===== config.mk =====
export PLATFORM = sky130hd
export DESIGN_NAME = cepc_top
export DESIGN_NICKNAME = d
export VERILOG_FILES = /design/src/rtl/cepc_pkg.sv /design/src/rtl/cepc_sync.sv /design/src/rtl/cepc_top.sv
export SDC_FILE = /design/constraint.sdc
export NUM_CORES = 1
export LEC_CHECK = 0
export BUFFER_PORTS_ARGS = -buffer_cell sky130_fd_sc_hd__buf_2
export CORE_UTILIZATION = 60
export DETAILED_ROUTE_END_ITERATION = 7
export GPL_TIMING_DRIVEN = 0
export HOLD_SLACK_MARGIN = 0.02
export PLACE_DENSITY = 0.88
export SLEW_MARGIN = 30
export SYNTH_ARGS = -nofsm -noshare
export SYNTH_HDL_FRONTEND = slang
export SYNTH_SLANG_ARGS = --single-unit

===== constraint.sdc =====
create_clock -name pclk -period 14.4 [get_ports pclk]
set_clock_uncertainty 0.05 [all_clocks]
set_input_delay 2.88 -clock pclk [delete_from_list [all_inputs] [get_ports pclk]]
set_output_delay 2.88 -clock pclk [all_outputs]
set_load 0.02 [all_outputs]

===== src/rtl/cepc_pkg.sv =====
// Package with constants and types for the cyclic edge position capture block
package cepc_pkg;

  // Data and counter widths
  localparam int unsigned POS_W          = 32;
  localparam int unsigned LOST_W         = 16;
  localparam int unsigned ACQ_W          = 32;
  localparam int unsigned ADDR_W         = 8;

  // Clock and position control cycle timing
  localparam int unsigned CLK_HZ         = 10_000_000;
  localparam int unsigned SERVO_US       = 1000;
  localparam int unsigned SERVO_CYC      = (CLK_HZ / 1_000_000) * SERVO_US;
  localparam int unsigned PERIOD_MIN     = 4;

  // Register byte offsets
  localparam logic [7:0]  OFS_CTRL       = 8'h00;
  localparam logic [7:0]  OFS_PERIOD     = 8'h04;
  localparam logic [7:0]  OFS_SLOT_ONE   = 8'h08;
  localparam logic [7:0]  OFS_SLOT_TWO   = 8'h0c;
  localparam logic [7:0]  OFS_LOST_ONE   = 8'h10;
  localparam logic [7:0]  OFS_LOST_TWO   = 8'h14;
  localparam logic [7:0]  OFS_ACQ_ONE    = 8'h18;
  localparam logic [7:0]  OFS_ACQ_TWO    = 8'h1c;
  localparam logic [7:0]  OFS_STATUS     = 8'h20;

  // Control field positions
  localparam int unsigned CTRL_EN_BIT    = 0;
  localparam int unsigned CTRL_MODE_LO   = 1;
  localparam int unsigned CTRL_MODE_HI   = 2;

  // Status field positions
  localparam int unsigned STAT_IN_BIT    = 0;
  localparam int unsigned STAT_RUN_BIT   = 1;

  // Reset values
  localparam logic        RST_EN         = 1'b0;
  localparam logic [1:0]  RST_MODE       = 2'h0;

  // Edge selection of the cyclic measure command
  typedef enum logic [1:0] {
    CEPC_MODE_POS  = 2'h0,
    CEPC_MODE_NEG  = 2'h1,
    CEPC_MODE_BOTH = 2'h2
  } cepc_mode_e;

  // Results published at each cycle end
  typedef struct packed {
    logic [POS_W-1:0]  slot_one;
    logic [POS_W-1:0]  slot_two;
    logic [LOST_W-1:0] lost_one;
    logic [LOST_W-1:0] lost_two;
    logic [ACQ_W-1:0]  acq_one;
    logic [ACQ_W-1:0]  acq_two;
  } cepc_result_s;

  // Edge events of the measuring input
  typedef struct packed {
    logic level;
    logic rise;
    logic fall;
  } cepc_edge_s;

endpackage : cepc_pkg


===== src/rtl/cepc_sync.sv =====
// Three-stage synchroniser and edge detector for the measuring input pin
`timescale 1ns/10ps

module cepc_sync (
  input  wire logic             pclk,
  input  wire logic             presetn,
  input  wire logic             pin_in,
  output cepc_pkg::cepc_edge_s  edge_o
);

  logic s1_q;
  logic s2_q;
  logic s3_q;
  logic level_q;

  always_ff @(posedge pclk or negedge presetn) begin
    if (!presetn) begin
      s1_q <= 1'b0;
      s2_q <= 1'b0;
      s3_q <= 1'b0;
    end else begin
      s1_q <= pin_in;
      s2_q <= s1_q;
      s3_q <= s2_q;
    end
  end

  // Level moves only when stages two and three agree
  always_ff @(posedge pclk or negedge presetn) begin
    if (!presetn) begin
      level_q <= 1'b0;
    end else if (s2_q == s3_q) begin
      level_q <= s3_q;
    end
  end

  always_comb begin
    edge_o.level = level_q;
    edge_o.rise  = (s2_q == s3_q) && s3_q && !level_q;
    edge_o.fall  = (s2_q == s3_q) && !s3_q && level_q;
  end

endmodule : cepc_sync


===== src/rtl/cepc_top.sv =====
// Cyclic edge position capture with APB register access
// How it works
// - Mode 0: first rising edge to slot one, second rising to slot two.
// - Mode 1: first falling edge to slot one, second falling to slot two.
// - Mode 2: first rising edge to slot one, first falling edge to slot two.
// - Lost counts report selected edges of the cycle beyond the two used.
// - Both slots filled in a cycle: both lost counts show the same value.
// - Only slot one filled: lost count one cleared, lost count two kept.
// - Both-edge mode, only slot two filled: lost two cleared, one kept.
// - Each slot has its own acquisition count, bumped on every new value.
//
// Implementation choices: register access over APB and the register offsets.
`timescale 1ns/10ps

module cepc_top #(
  parameter int unsigned SERVO_CYCLES = cepc_pkg::SERVO_CYC
) (
  input  wire logic                        pclk,
  input  wire logic                        presetn,
  input  wire logic                        psel,
  input  wire logic                        penable,
  input  wire logic                        pwrite,
  input  wire logic [cepc_pkg::ADDR_W-1:0] paddr,
  input  wire logic [31:0]                 pwdata,
  output logic      [31:0]                 prdata,
  output logic                             pready,
  output logic                             pslverr,
  input  wire logic                        measure_in,
  input  wire logic [cepc_pkg::POS_W-1:0]  axis_position,
  output logic                             cycle_done
);

  ////////////////////////////////////////////////////////////////////////////
  // Declarations

  cepc_pkg::cepc_edge_s   edge_s;
  cepc_pkg::cepc_result_s res_q;
  cepc_pkg::cepc_mode_e   mode_q;

  logic                          enable_q;
  logic [31:0]                   period_q;
  logic [31:0]                   tick_cnt_q;
  logic                          tick;
  logic                          cycle_done_q;

  logic                          got_one_q;
  logic                          got_two_q;
  logic [cepc_pkg::POS_W-1:0]    val_one_q;
  logic [cepc_pkg::POS_W-1:0]    val_two_q;
  logic [cepc_pkg::LOST_W-1:0]   edges_q;

  logic                          got_one_d;
  logic                          got_two_d;
  logic [cepc_pkg::POS_W-1:0]    val_one_d;
  logic [cepc_pkg::POS_W-1:0]    val_two_d;
  logic [cepc_pkg::LOST_W-1:0]   edges_d;
  logic [cepc_pkg::LOST_W-1:0]   excess;
  logic                          sel_edge;

  logic                          setup;
  logic                          access;
  logic                          wr_en;
  logic                          pready_q;
  logic                          pslverr_q;
  logic [31:0]                   prdata_q;
  logic [31:0]                   rd_data;
  logic                          rd_hit;
  logic                          wr_ctrl;
  logic                          wr_period;

  ////////////////////////////////////////////////////////////////////////////
  // Measuring input synchroniser

  cepc_sync u_sync (
    .pclk    (pclk),
    .presetn (presetn),
    .pin_in  (measure_in),
    .edge_o  (edge_s)
  );

  ////////////////////////////////////////////////////////////////////////////
  // Position control cycle divider

  assign tick = enable_q && (tick_cnt_q >= period_q - 32'h1);

  always_ff @(posedge pclk or negedge presetn) begin
    if (!presetn) begin
      tick_cnt_q <= 32'h0;
    end else if (!enable_q || tick) begin
      tick_cnt_q <= 32'h0;
    end else begin
      tick_cnt_q <= tick_cnt_q + 32'h1;
    end
  end

  always_ff @(posedge pclk or negedge presetn) begin
    if (!presetn) begin
      cycle_done_q <= 1'b0;
    end else begin
      cycle_done_q <= tick;
    end
  end

  ////////////////////////////////////////////////////////////////////////////
  // Edge evaluation within the running cycle

  always_comb begin
    got_one_d = got_one_q;
    got_two_d = got_two_q;
    val_one_d = val_one_q;
    val_two_d = val_two_q;
    sel_edge  = 1'b0;
    case (mode_q)
      cepc_pkg::CEPC_MODE_POS: begin
        sel_edge = edge_s.rise;
      end
      cepc_pkg::CEPC_MODE_NEG: begin
        sel_edge = edge_s.fall;
      end
      default: begin
        sel_edge = edge_s.rise || edge_s.fall;
      end
    endcase
    if (mode_q == cepc_pkg::CEPC_MODE_BOTH) begin
      if (edge_s.rise && !got_one_q) begin
        got_one_d = 1'b1;
        val_one_d = axis_position;
      end
      if (edge_s.fall && !got_two_q) begin
        got_two_d = 1'b1;
        val_two_d = axis_position;
      end
    end else if (sel_edge) begin
      if (!got_one_q) begin
        got_one_d = 1'b1;
        val_one_d = axis_position;
      end else if (!got_two_q) begin
        got_two_d = 1'b1;
        val_two_d = axis_position;
      end
    end
    // Saturate so a chattering input cannot wrap the count
    if (sel_edge && (edges_q != {cepc_pkg::LOST_W{1'b1}})) begin
      edges_d = edges_q + 16'h1;
    end else begin
      edges_d = edges_q;
    end
    if (edges_d > 16'h2) begin
      excess = edges_d - 16'h2;
    end else begin
      excess = 16'h0;
    end
  end

  // Edge landing on the tick belongs to the ending cycle
  always_ff @(posedge pclk or negedge presetn) begin
    if (!presetn) begin
      got_one_q <= 1'b0;
      got_two_q <= 1'b0;
      val_one_q <= '0;
      val_two_q <= '0;
      edges_q   <= '0;
    end else if (!enable_q || tick) begin
      got_one_q <= 1'b0;
      got_two_q <= 1'b0;
      val_one_q <= '0;
      val_two_q <= '0;
      edges_q   <= '0;
    end else begin
      got_one_q <= got_one_d;
      got_two_q <= got_two_d;
      val_one_q <= val_one_d;
      val_two_q <= val_two_d;
      edges_q   <= edges_d;
    end
  end

  ////////////////////////////////////////////////////////////////////////////
  // Commit of results at cycle end

  always_ff @(posedge pclk or negedge presetn) begin
    if (!presetn) begin
      res_q <= '0;
    end else if (tick) begin
      if (got_one_d) begin
        res_q.slot_one <= val_one_d;
        res_q.acq_one  <= res_q.acq_one + 32'h1;
      end
      if (got_two_d) begin
        res_q.slot_two <= val_two_d;
        res_q.acq_two  <= res_q.acq_two + 32'h1;
      end
      if (got_one_d && got_two_d) begin
        res_q.lost_one <= excess;
        res_q.lost_two <= excess;
      end else if (got_one_d) begin
        res_q.lost_one <= 16'h0;
      end else if (got_two_d) begin
        res_q.lost_two <= 16'h0;
      end
    end
  end

  ////////////////////////////////////////////////////////////////////////////
  // APB slave: no wait states, read data captured in setup

  assign setup  = psel && !penable;
  assign access = psel && penable && pready_q;
  assign wr_en  = access && pwrite && !pslverr_q;

  always_comb begin
    rd_data = 32'h0;
    rd_hit  = 1'b1;
    if (paddr == cepc_pkg::OFS_CTRL) begin
      rd_data[cepc_pkg::CTRL_EN_BIT]                         = enable_q;
      rd_data[cepc_pkg::CTRL_MODE_HI:cepc_pkg::CTRL_MODE_LO] = mode_q;
    end else if (paddr == cepc_pkg::OFS_PERIOD) begin
      rd_data = period_q;
    end else if (paddr == cepc_pkg::OFS_SLOT_ONE) begin
      rd_data = res_q.slot_one;
    end else if (paddr == cepc_pkg::OFS_SLOT_TWO) begin
      rd_data = res_q.slot_two;
    end else if (paddr == cepc_pkg::OFS_LOST_ONE) begin
      rd_data = {16'h0, res_q.lost_one};
    end else if (paddr == cepc_pkg::OFS_LOST_TWO) begin
      rd_data = {16'h0, res_q.lost_two};
    end else if (paddr == cepc_pkg::OFS_ACQ_ONE) begin
      rd_data = res_q.acq_one;
    end else if (paddr == cepc_pkg::OFS_ACQ_TWO) begin
      rd_data = res_q.acq_two;
    end else if (paddr == cepc_pkg::OFS_STATUS) begin
      rd_data[cepc_pkg::STAT_IN_BIT]  = edge_s.level;
      rd_data[cepc_pkg::STAT_RUN_BIT] = enable_q;
    end else begin
      rd_hit = 1'b0;
    end
  end

  always_ff @(posedge pclk or negedge presetn) begin
    if (!presetn) begin
      pready_q  <= 1'b0;
      pslverr_q <= 1'b0;
      prdata_q  <= 32'h0;
    end else if (setup) begin
      pready_q  <= 1'b1;
      pslverr_q <= !rd_hit;
      prdata_q  <= pwrite ? 32'h0 : rd_data;
    end else begin
      pready_q  <= 1'b0;
      pslverr_q <= 1'b0;
      prdata_q  <= 32'h0;
    end
  end

  ////////////////////////////////////////////////////////////////////////////
  // Register write decode

  // Read-only offsets decode to nothing, so their writes fall away silently
  always_comb begin
    wr_ctrl   = 1'b0;
    wr_period = 1'b0;
    if (!wr_en) begin
      wr_ctrl   = 1'b0;
    end else if (paddr == cepc_pkg::OFS_CTRL) begin
      wr_ctrl   = 1'b1;
    end else if (paddr == cepc_pkg::OFS_PERIOD) begin
      wr_period = 1'b1;
    end
  end

  // A reserved mode 3 in a write is dropped and the old mode kept; the enable bit is still written
  always_ff @(posedge pclk or negedge presetn) begin
    if (!presetn) begin
      enable_q <= cepc_pkg::RST_EN;
      mode_q   <= cepc_pkg::cepc_mode_e'(cepc_pkg::RST_MODE);
    end else if (wr_ctrl) begin
      enable_q <= pwdata[cepc_pkg::CTRL_EN_BIT];
      if (pwdata[cepc_pkg::CTRL_MODE_HI:cepc_pkg::CTRL_MODE_LO] != 2'h3) begin
        mode_q <= cepc_pkg::cepc_mode_e'(pwdata[cepc_pkg::CTRL_MODE_HI:cepc_pkg::CTRL_MODE_LO]);
      end
    end
  end

  // Too short a cycle would leave no room for two edges
  always_ff @(posedge pclk or negedge presetn) begin
    if (!presetn) begin
      period_q <= SERVO_CYCLES;
    end else if (wr_period) begin
      if (pwdata < cepc_pkg::PERIOD_MIN) begin
        period_q <= cepc_pkg::PERIOD_MIN;
      end else begin
        period_q <= pwdata;
      end
    end
  end

  ////////////////////////////////////////////////////////////////////////////
  // Outputs

  assign prdata     = prdata_q;
  assign pready     = pready_q;
  assign pslverr    = pslverr_q;
  assign cycle_done = cycle_done_q;

endmodule : cepc_top


==> results.py, run 1 <==
metrics = {
    "finish": {
        "area_growth_pct": 13.8,
        "final_nets": 1971,
        "stdcell_area_um2": 19500,
        "n_fill_cell": 1978,
        "drive_above_1_share_pct": 12.6,
        "diodes": 0,
    },
    "logic_synthesis": {
        "yosysTopAreaCellShare_pct": 50.2,
        "synth_cell_type_count": 66,
        "syn_avg_cell_area_um2": 10.1,
        "ys_top_cells_by_count": "dfrtp_1, nor2_1, nand2_1, mux2i_1, o21ai_0",
        "synthArstFlopShare_pct": 100,
        "seq_area_frac_synth_pct": 51.0,
        "synthesis.nets": 1818,
        "yosysMostFrequentCell": "dfrtp_1",
        "synthFlopType": "dfrtp_1",
        "synth_top_area_cell": "dfrtp_1",
        "yosys-top-cells-area": "dfrtp_1, mux2i_1, nor2_1",
        "synth_edf_count": 0,
        "ys_ff_latch": 348,
        "syn-instance-count": 1700,
        "synth_area_um2": 17100,
        "synth_warnings": 0,
    },
    "global_route": {
        "grtUsageTotal_pct": 34.5,
        "antenna_found_initial": 1,
        "grt_first_pass_wirelength_mm": 76.9,
        "grt_max_degree": 93,
        "grt_pass1_vias": 14256,
        "grt-ovfl-total": 0,
    },
    "power_and_ir_drop": {
        "swShare_pct": 22.7,
        "vdd_drop_max_v": 0.0000916,
        "p_int_mw": 1.57,
        "p_sw_mw": 0.461,
        "leakage_nw": 9.15,
        "power_density_nw_per_um2": 104,
        "p_comb_share_pct": 4.1,
        "clockPowerShare_pct": 47.6,
        "seqPwrFrac_pct": 48.3,
    },
    "floorplan": {
        "initial_core_util_pct": 61.2,
        "core-area_um2": 27900,
        "die_w_um": 171,
        "die-area_um2": 29200,
        "ioPinCount": 113,
        "placementRows": 61,
        "dieHeight_um": 171,
    },
    "route": {
        "vias": 14308,
        "wl_per_cell_um": 21.9,
        "drt_iter0_markers": 1855,
        "via_per_inst": 6.33,
        "ant_nets": 0,
        "wl_mm": 49.4,
        "first_pass_iters": 8,
        "drc_errors": 0,
    },
    "setup_path": {
        "critPathKind": "register to register",
        "setup.worst_path.start_class": "register",
        "cp.required_ns": 14.71,
        "cp.arrival_ns": 6.92,
        "timing.critical_path.fanout_max": 10,
        "cp-end-kind": "register",
    },
    "timing": {
        "setup_tns_ns": 0,
        "finalHoldViolCount": 0,
        "rsz0062_at_grt": "no",
        "timing.final.crit_share_pct": 45.9,
        "fmax_ghz": 0.151,
        "setup_viol": 0,
        "period_needed_ns": 6.61,
        "relSlewSlack_pct": 38.0,
        "tightest_slew_ns": 0.925,
        "finalMaxSlewViolations": 0,
    },
    "status": {
        "run_status": "complete, no violations",
    },
    "clock_network": {
        "clk_pin_slew_ns": 0.06,
        "tritoncts": "built",
        "hold_buffers": 0,
        "post_cts_buffers": 0,
        "htreeDepth": 2,
        "cts.sinks": 348,
        "cts_buffers": 37,
        "cts-resized-gates": 0,
        "cts_max_path_buffers": 3,
        "clock-root-buffer": "clkbuf_16",
        "clk_latency_ns": 0.53,
    },
    "place": {
        "dpl_cell_area_um2": 18200,
        "dpl.hpwl_mm": 35.8,
        "place_congestion": 0.982,
        "portBuffers": 111,
    },
    "run": {
        "maxCapViolations": 0,
    },
    "hold_path": {
        "hp-class": "register to register",
    },
}
## metal layers
layer	track usage (%)	up-vias	routed length, um
li1	-	6299	-
met1	44.4	7005	19200
met2	55.7	827	22800
met3	7.70	177	4910
met4	16.3	0	2460
met5	0	-	0
## cell families (layout without fill, tap and decap cells)
family	Yosys count	in the layout	share of synthesized area, %
multiplexers	146	146	8.79
buffers and inverters	107	288	2.51
adder cells (fa/ha/maj)	40	40	2.93
XOR/XNOR	139	139	7.12
AO/OA/AOI/OAI	261	261	9.54
AND/OR/NAND/NOR	659	659	18.1
flip-flops	348	348	51.0
## worst max-delay path, cell delays in order (launching register included)
cell and delay, ns:
dfrtp_1 0.45, nor3_1 0.34, nor3b_1 0.78, nand4_1 0.34
or2_2 0.42, nor3_1 0.27, xnor2_1 0.17, ha_1 0.27
a21o_1 0.18, a21o_1 0.18, a211oi_1 0.44, o22ai_1 0.35
o21bai_1 0.75, clkbuf_1 0.61, clkbuf_1 0.61, o21ai_0 0.23
## final timing paths
check / from / end / slack (ns) / cells past startpoint
worst max-delay path: period_q[2] / res_q[130] / 7.79 / 15
worst min-delay path: u_sync.s1_q / u_sync.s2_q / 0.33 / 0
worst max register to register: period_q[2] / res_q[130] / 7.79 / 15
worst min register to register: u_sync.s1_q / u_sync.s2_q / 0.33 / 0
max in group asynchronous: presetn / val_one_q[15] / 10.73 / 3
min in group asynchronous: presetn / edges_q[3] / 2.27 / 1
## power groups by stage
| stage | logic, mW | clock network, mW | registers (mW) |
|---|---|---|---|
| 3_5_place_dp | 0.0827 | 0 | 0.999 |
| 5_1_grt | 0.0918 | 1.00 | 0.981 |
| 4_1_cts | 0.0836 | 0.965 | 0.982 |
| 2_1_floorplan | 0.0333 | 0 | 0.999 |
| 6_report | 0.0837 | 0.967 | 0.982 |
| 3_3_place_gp | 0.0764 | 0 | 1.00 |
## sequential cells by signal, indices dropped and copies added (netlist names)
register	cells
mode_q	2
u_sync.s2_q	1
period_q	32
edges_q	16
res_q	160
got_one_q	1
u_sync.s3_q	1
pslverr	1
tick_cnt_q	32
got_two_q	1
u_sync.s1_q	1
enable_q	1
cycle_done	1
prdata	32
val_two_q	32
u_sync.level_q	1
val_one_q	32
pready	1
## layout by cell type (no fill, tap or decap), types with 7 or more instances in the layout
master	synthesis	layout
nand2_1	163	163
or4_1	7	7
a221oi_1	29	29
clkbuf_1	62	69
nor4_1	38	37
nor3_1	44	44
a21o_1	16	16
nor2b_1	7	7
nor3b_1	7	7
xnor2_1	66	66
and4_1	9	9
a21oi_1	59	59
nand4_1	40	40
nand3_1	48	48
inv_1	19	19
or3_1	7	7
mux2i_1	113	113
clkbuf_16	0	37
buf_1	19	19
and2_1	12	12
o21ai_1	18	18
xor2_1	73	73
dfrtp_1	343	343
clkinv_2	0	8
nor2_1	233	233
and3_1	22	22
mux2_2	33	33
buf_2	4	114
ha_1	40	40
o21ai_0	84	84
## cell type report
cell class / instances / area (um^2) / area share, %
multi-input combinational: 1245 / 7960 / 40.9
tap: 378 / 473 / 2.43
buffer: 88 / 358 / 1.84
inverter: 19 / 71.3 / 0.367
clock buffer: 50 / 1030 / 5.32
timing repair buffer: 114 / 648 / 3.33
clock inverter: 17 / 190 / 0.978
sequential: 348 / 8710 / 44.8
## metrics by stage
stage	cells	setup WS (ns)	hold slack, ns	util [%]	power (mW)
CTS	2259	7.94	0.331	69.6	2.03
finish	2259	7.79	0.328	69.6	2.03
floorplan	1700	9.72	0.281	-	1.03
detailed placement	2192	8.21	0.298	65.2	1.08
global route	2259	7.47	0.332	69.6	2.07
global placement	2189	4.01	0.323	64.9	1.08
(Power assumes the default switching activity.)
==> inputs of run 2 (changes only) <==
Settings changed: ABC_AREA set to 1, CORE_UTILIZATION 60 to 56, PLACE_DENSITY 0.88 to 0.86.
Clock period 14.4 ns to 5.5 ns, I/O delays scaled along.
==> results.py, run 2 <==
metrics = {
    "place": {
        "dpl.hpwl_mm": 42.9,
        "place_worst_setup_slack_ns": 0.0122,
        "dpl_cell_area_um2": 20300,
        "portBuffers": 112,
        "place_congestion": 0.961,
        "dp.cells": 3007,
    },
    "hold_path": {
        "hp-class": "register to register",
    },
    "floorplan": {
        "initial_core_util_pct": 56.9,
        "die_w_um": 186,
        "dieHeight_um": 186,
        "placementRows": 67,
        "die-area_um2": 34700,
        "core-area_um2": 33400,
        "ioPinCount": 113,
    },
    "setup_path": {
        "crit_family": "simple AND/OR/NAND/NOR gates",
        "cp.arrival_ns": 5.70,
        "cp.required_ns": 5.92,
        "path_cells": "inv_1, ha_1, nand2_1, nor3_2, nand3_1, nor3_1, nand3_1, nor3_1, nand2_1, xor2_1, ha_1, nand2_1, nor2_1, nand2_1, inv_1, a21oi_1, nand3_1, nand2_1, inv_1, nand2_1, buf_2, buf_1, nand2_1, nand2_1",
        "setup.worst_path.start_class": "register",
        "timing.critical_path.fanout_max": 10,
        "critPathKind": "register to register",
        "crit_path_top_delay_cell": "buf_1",
        "slowest_delay_ns": 0.55,
        "cp-end-kind": "register",
        "crit_path_frequent_cell": "nand2_1",
        "cp.buffers_inverters": 5,
    },
    "clock_network": {
        "cts-resized-gates": 1,
        "post_cts_buffers": 0,
        "clk_pin_slew_ns": 0.06,
        "tritoncts": "built",
        "clock-root-buffer": "clkbuf_16",
        "cts_buffers": 38,
        "cts_max_path_buffers": 3,
        "hold_buffers": 0,
        "cts.sinks": 348,
        "htreeDepth": 2,
        "clk_latency_ns": 0.55,
    },
    "route": {
        "wl_mm": 58.3,
        "via_per_inst": 5.88,
        "drt_iter0_markers": 1931,
        "first_pass_iters": 6,
        "vias": 18062,
        "ant_nets": 0,
        "wl_per_cell_um": 19.0,
        "drc_errors": 0,
    },
    "logic_synthesis": {
        "ys_top_cells_by_count": "nand2_1, dfrtp_1, inv_1, nor2_1, o21ai_0",
        "synthesis.nets": 2561,
        "synth_cell_type_count": 48,
        "seq_area_frac_synth_pct": 45.8,
        "synth_top_area_cell": "dfrtp_1",
        "synthFlopType": "dfrtp_1",
        "yosysTopAreaCellShare_pct": 45.1,
        "yosys-top-cells-area": "dfrtp_1, nand2_1, o21ai_0",
        "ys_ff_latch": 348,
        "synthArstFlopShare_pct": 100,
        "synth_edf_count": 0,
        "syn-instance-count": 2443,
        "synth_area_um2": 19000,
        "yosysMostFrequentCell": "nand2_1",
        "syn_avg_cell_area_um2": 7.78,
        "synth_warnings": 0,
    },
    "timing": {
        "finalHoldViolCount": 0,
        "finalMaxSlewViolations": 0,
        "relSlewSlack_pct": 33.1,
        "rsz0062_at_grt": "no",
        "fmax_ghz": 0.189,
        "timing.final.crit_share_pct": 96.0,
        "setup_viol": 0,
        "holdWs_ns": 0.310,
        "worst_slack_ns": 0.218,
        "period_needed_ns": 5.28,
        "tightest_slew_ns": 0.994,
        "setup_tns_ns": 0,
    },
    "global_route": {
        "grt_first_pass_wirelength_mm": 92.3,
        "grtUsageTotal_pct": 34.6,
        "grt_pass1_vias": 17652,
        "antenna_found_initial": 3,
        "grt_max_degree": 90,
        "grt-ovfl-total": 0,
    },
    "finish": {
        "largest_reg_flops": 160,
        "stdcell_area_um2": 21500,
        "regArea_um2": 8710,
        "multi_input_area_um2": 8900,
        "area_growth_pct": 12.8,
        "final_util_pct": 64.2,
        "final_nets": 2717,
        "top_register": "res_q",
        "n_fill_cell": 2719,
        "final_common_cell": "nand2_1",
        "instances_no_fill": 3073,
        "drive_above_1_share_pct": 9.91,
        "layout_common_cells": "nand2_1, dfrtp_1, inv_1",
    },
    "status": {
        "run_status": "complete, no violations",
    },
    "run": {
        "maxCapViolations": 0,
    },
    "power_and_ir_drop": {
        "leakage_nw": 10.0,
        "p_total_mw": 5.48,
        "vdd_drop_max_v": 0.000232,
        "power_density_nw_per_um2": 255,
    },
}
-- run 2: cell count changes after synthesis, sizes merged, moves of 22 or more --
cell / delta
o21ai: +145
or2: +28
a221oi: -29
nand3: +28
inv: +242
and3: -22
a21oi: +95
mux2: -33
nand2: +462
nor4: -23
xnor2: -41
nor2: +36
mux2i: -113
-- run 2: worst reg2reg max path, stage by stage (launching register included) --
cell,delay [ns]
dfrtp_1,0.42
inv_1,0.12
ha_1,0.19
nand2_1,0.12
nor3_2,0.35
nand3_1,0.29
nor3_1,0.32
nand3_1,0.19
nor3_1,0.19
nand2_1,0.10
xor2_1,0.15
ha_1,0.27
nand2_1,0.07
nor2_1,0.06
nand2_1,0.11
inv_1,0.05
a21oi_1,0.35
nand3_1,0.17
nand2_1,0.16
inv_1,0.12
nand2_1,0.21
buf_2,0.33
buf_1,0.55
nand2_1,0.15
nand2_1,0.12
-- run 2: path summary, 6_finish.rpt --
kind                                  start              to  slack [ns]  cells after the start
worst min-delay path            u_sync.s1_q     u_sync.s2_q        0.31                      0
max in group asynchronous           presetn      prdata[21]        3.59                      4
worst max-delay path            period_q[0]       res_q[81]        0.22                     24
min in group asynchronous           presetn  u_sync.level_q        0.35                      1
worst max register to register  period_q[0]       res_q[81]        0.22                     24
worst min register to register  u_sync.s1_q     u_sync.s2_q        0.31                      0
-- run 2: layout make-up --
cell class                 count  share of cell area (%)
tap                          448                    2.61
clock buffer                  53                    4.84
buffer                        92                    1.93
multi-input combinational   1737                    41.5
clock inverter                12                   0.694
antenna                        1                  0.0117
inverter                     266                    4.65
timing repair buffer         116                    3.17
sequential                   348                    40.6
-- run 2: report_power, final --
part / internal [mW] / switching (mW)
clock network: 1.46 / 1.07
logic: 0.106 / 0.268
registers: 2.57 / 0.00402
total: 4.13 / 1.35
-- run 2: cell families (layout without fill, tap and decap cells) --
logic type	Yosys count	count (layout)	synth area share [%]
simple gates	1125	1125	25.8
fa+ha+maj	40	40	2.63
buf+inv	358	539	7.42
flops	348	348	45.8
other cells	0	1	0
compound gates	458	458	13.1
xor+xnor	114	114	5.25
-- run 2: routing by layer --
metal	global-route usage, %	routed length (um)	up-vias
met5	0	25	-
met4	16.3	2750	4
met3	6.93	5450	226
met2	58.4	28100	980
met1	42.8	22000	8610
li1	-	-	8242
==> inputs of run 3 (changes only) <==
Settings changed: CORE_UTILIZATION 56 to 60, PLACE_DENSITY 0.86 to 0.88, RECOVER_POWER set to 25.
Clock period 5.5 ns to 6.7 ns, I/O delays scaled along.
==> results.py, run 3 (synthesis results as in run 2) <==
metrics = {
    "status": {
        "run_status": "finished with violations",
        "violations": "max-capacitance violations, max-slew violations",
    },
    "clock_network": {
        "hold_buffers": 0,
        "post_cts_buffers": 0,
        "cts-resized-gates": 0,
        "clk_pin_slew_ns": 0.06,
        "tritoncts": "built",
        "clock-root-buffer": "clkbuf_16",
        "cts_max_path_buffers": 3,
        "clk_latency_ns": 0.56,
        "cts_buffers": 39,
        "htreeDepth": 2,
        "cts.sinks": 348,
    },
    "timing": {
        "setup_tns_ns": 0,
        "finalMaxSlewViolations": 202,
        "relSlewSlack_pct": -111,
        "holdWs_ns": 0.297,
        "timing.final.crit_share_pct": 85.0,
        "rsz0062_at_grt": "no",
        "finalHoldViolCount": 0,
        "tightest_slew_ns": 3.17,
        "fmax_ghz": 0.176,
        "period_needed_ns": 5.70,
        "setup_viol": 0,
    },
    "setup_path": {
        "critPathKind": "register to register",
        "timing.critical_path.fanout_max": 10,
        "cp.required_ns": 7.05,
        "cp-end-kind": "register",
        "cp.arrival_ns": 6.05,
        "setup.worst_path.start_class": "register",
    },
    "route": {
        "wl_mm": 58.8,
        "vias": 18216,
        "via_per_inst": 6.02,
        "drc_errors": 0,
        "wl_per_cell_um": 19.4,
        "drt_iter0_markers": 2019,
        "first_pass_iters": 6,
        "ant_nets": 0,
    },
    "power_and_ir_drop": {
        "leakage_nw": 10.1,
        "power_density_nw_per_um2": 222,
        "vdd_drop_max_v": 0.000240,
    },
    "global_route": {
        "grt_pass1_vias": 18126,
        "grt_max_degree": 86,
        "grtUsageTotal_pct": 36.8,
        "grt_first_pass_wirelength_mm": 94.2,
        "grt-ovfl-total": 0,
        "antenna_found_initial": 1,
    },
    "floorplan": {
        "ioPinCount": 113,
        "dieHeight_um": 180,
        "initial_core_util_pct": 61.5,
        "die-area_um2": 32400,
        "core-area_um2": 30900,
        "die_w_um": 180,
        "placementRows": 64,
    },
    "finish": {
        "final_common_cell": "nand2_1",
        "final_util_pct": 69.7,
        "multi_input_area_um2": 8890,
        "regArea_um2": 8710,
        "layout_common_cells": "nand2_1, dfrtp_1, inv_1",
        "drive_above_1_share_pct": 10.3,
        "diodes": 0,
        "n_fill_cell": 2401,
        "final_nets": 2718,
        "largest_reg_flops": 160,
        "area_growth_pct": 13.3,
        "top_register": "res_q",
        "stdcell_area_um2": 21600,
    },
    "run": {
        "maxCapViolations": 3,
    },
    "hold_path": {
        "hp-class": "register to register",
    },
    "place": {
        "dpl.hpwl_mm": 43.2,
        "portBuffers": 112,
        "place_congestion": 0.949,
        "dpl_cell_area_um2": 20200,
    },
}
-- run 3: metrics by stage --
step	setup WS (ns)	power, mW	instances
finish	1.00	4.79	3026
global route	0.599	4.91	3026
CTS	1.01	4.79	3026
detailed placement	1.19	2.45	2955
global placement	-2.33	2.43	2951
floorplan	2.91	2.32	2443
-- run 3: final timing paths --
path	startpoint	end	slack, ns	cells after the start
worst max-delay path	period_q[0]	val_two_q[24]	1.00	20
worst min-delay path	u_sync.s1_q	u_sync.s2_q	0.30	0
worst max register to register	period_q[0]	val_two_q[24]	1.00	20
worst min register to register	u_sync.s1_q	u_sync.s2_q	0.30	0
max in group asynchronous	presetn	res_q[5]	1.41	2
min in group asynchronous	presetn	edges_q[12]	1.78	1
-- run 3: worst max-delay path, cell delays in order, from the launching register on --
cell and delay (ns):
dfrtp_1 0.41, inv_1 0.11, ha_1 0.19, nand2_1 0.08, nor3_1 0.57, nand3_1 0.34, nor3_1 0.32, nand3_1 0.18
nor3_1 0.20, nand2_1 0.10, xor2_1 0.15, ha_1 0.27, nand2_1 0.06, nor2_1 0.16, nand2_1 0.10, nor3_1 0.43
nand4_1 0.23, nand4_1 0.26, clkbuf_1 0.68, clkbuf_1 0.53, nor2_1 0.10
-- run 3: metal layers --
metal  GRT usage, %  vias to the layer above  share of wire, %
met5              0                        -                 0
met4           21.0                        0               5.8
met3           7.30                      275               9.5
met2           61.0                     1079                47
met1           45.1                     8624                37
li1               -                     8238                 -
-- run 3: final cells by class --
cell class,instances,area share [%]
Buffer,92,1.92
Clock buffer,47,4.90
Clock inverter,24,1.69
Inverter,266,4.63
Multi-Input combinational cell,1737,41.3
Sequential cell,348,40.4
Tap cell,396,2.30
Timing Repair Buffer,116,2.89
-- run 3: where the power goes --
part	switching [mW]	internal [mW]
Combinational	0.220	0.0835
Clock	0.933	1.45
Sequential	0.00330	2.11
Total	1.16	3.63
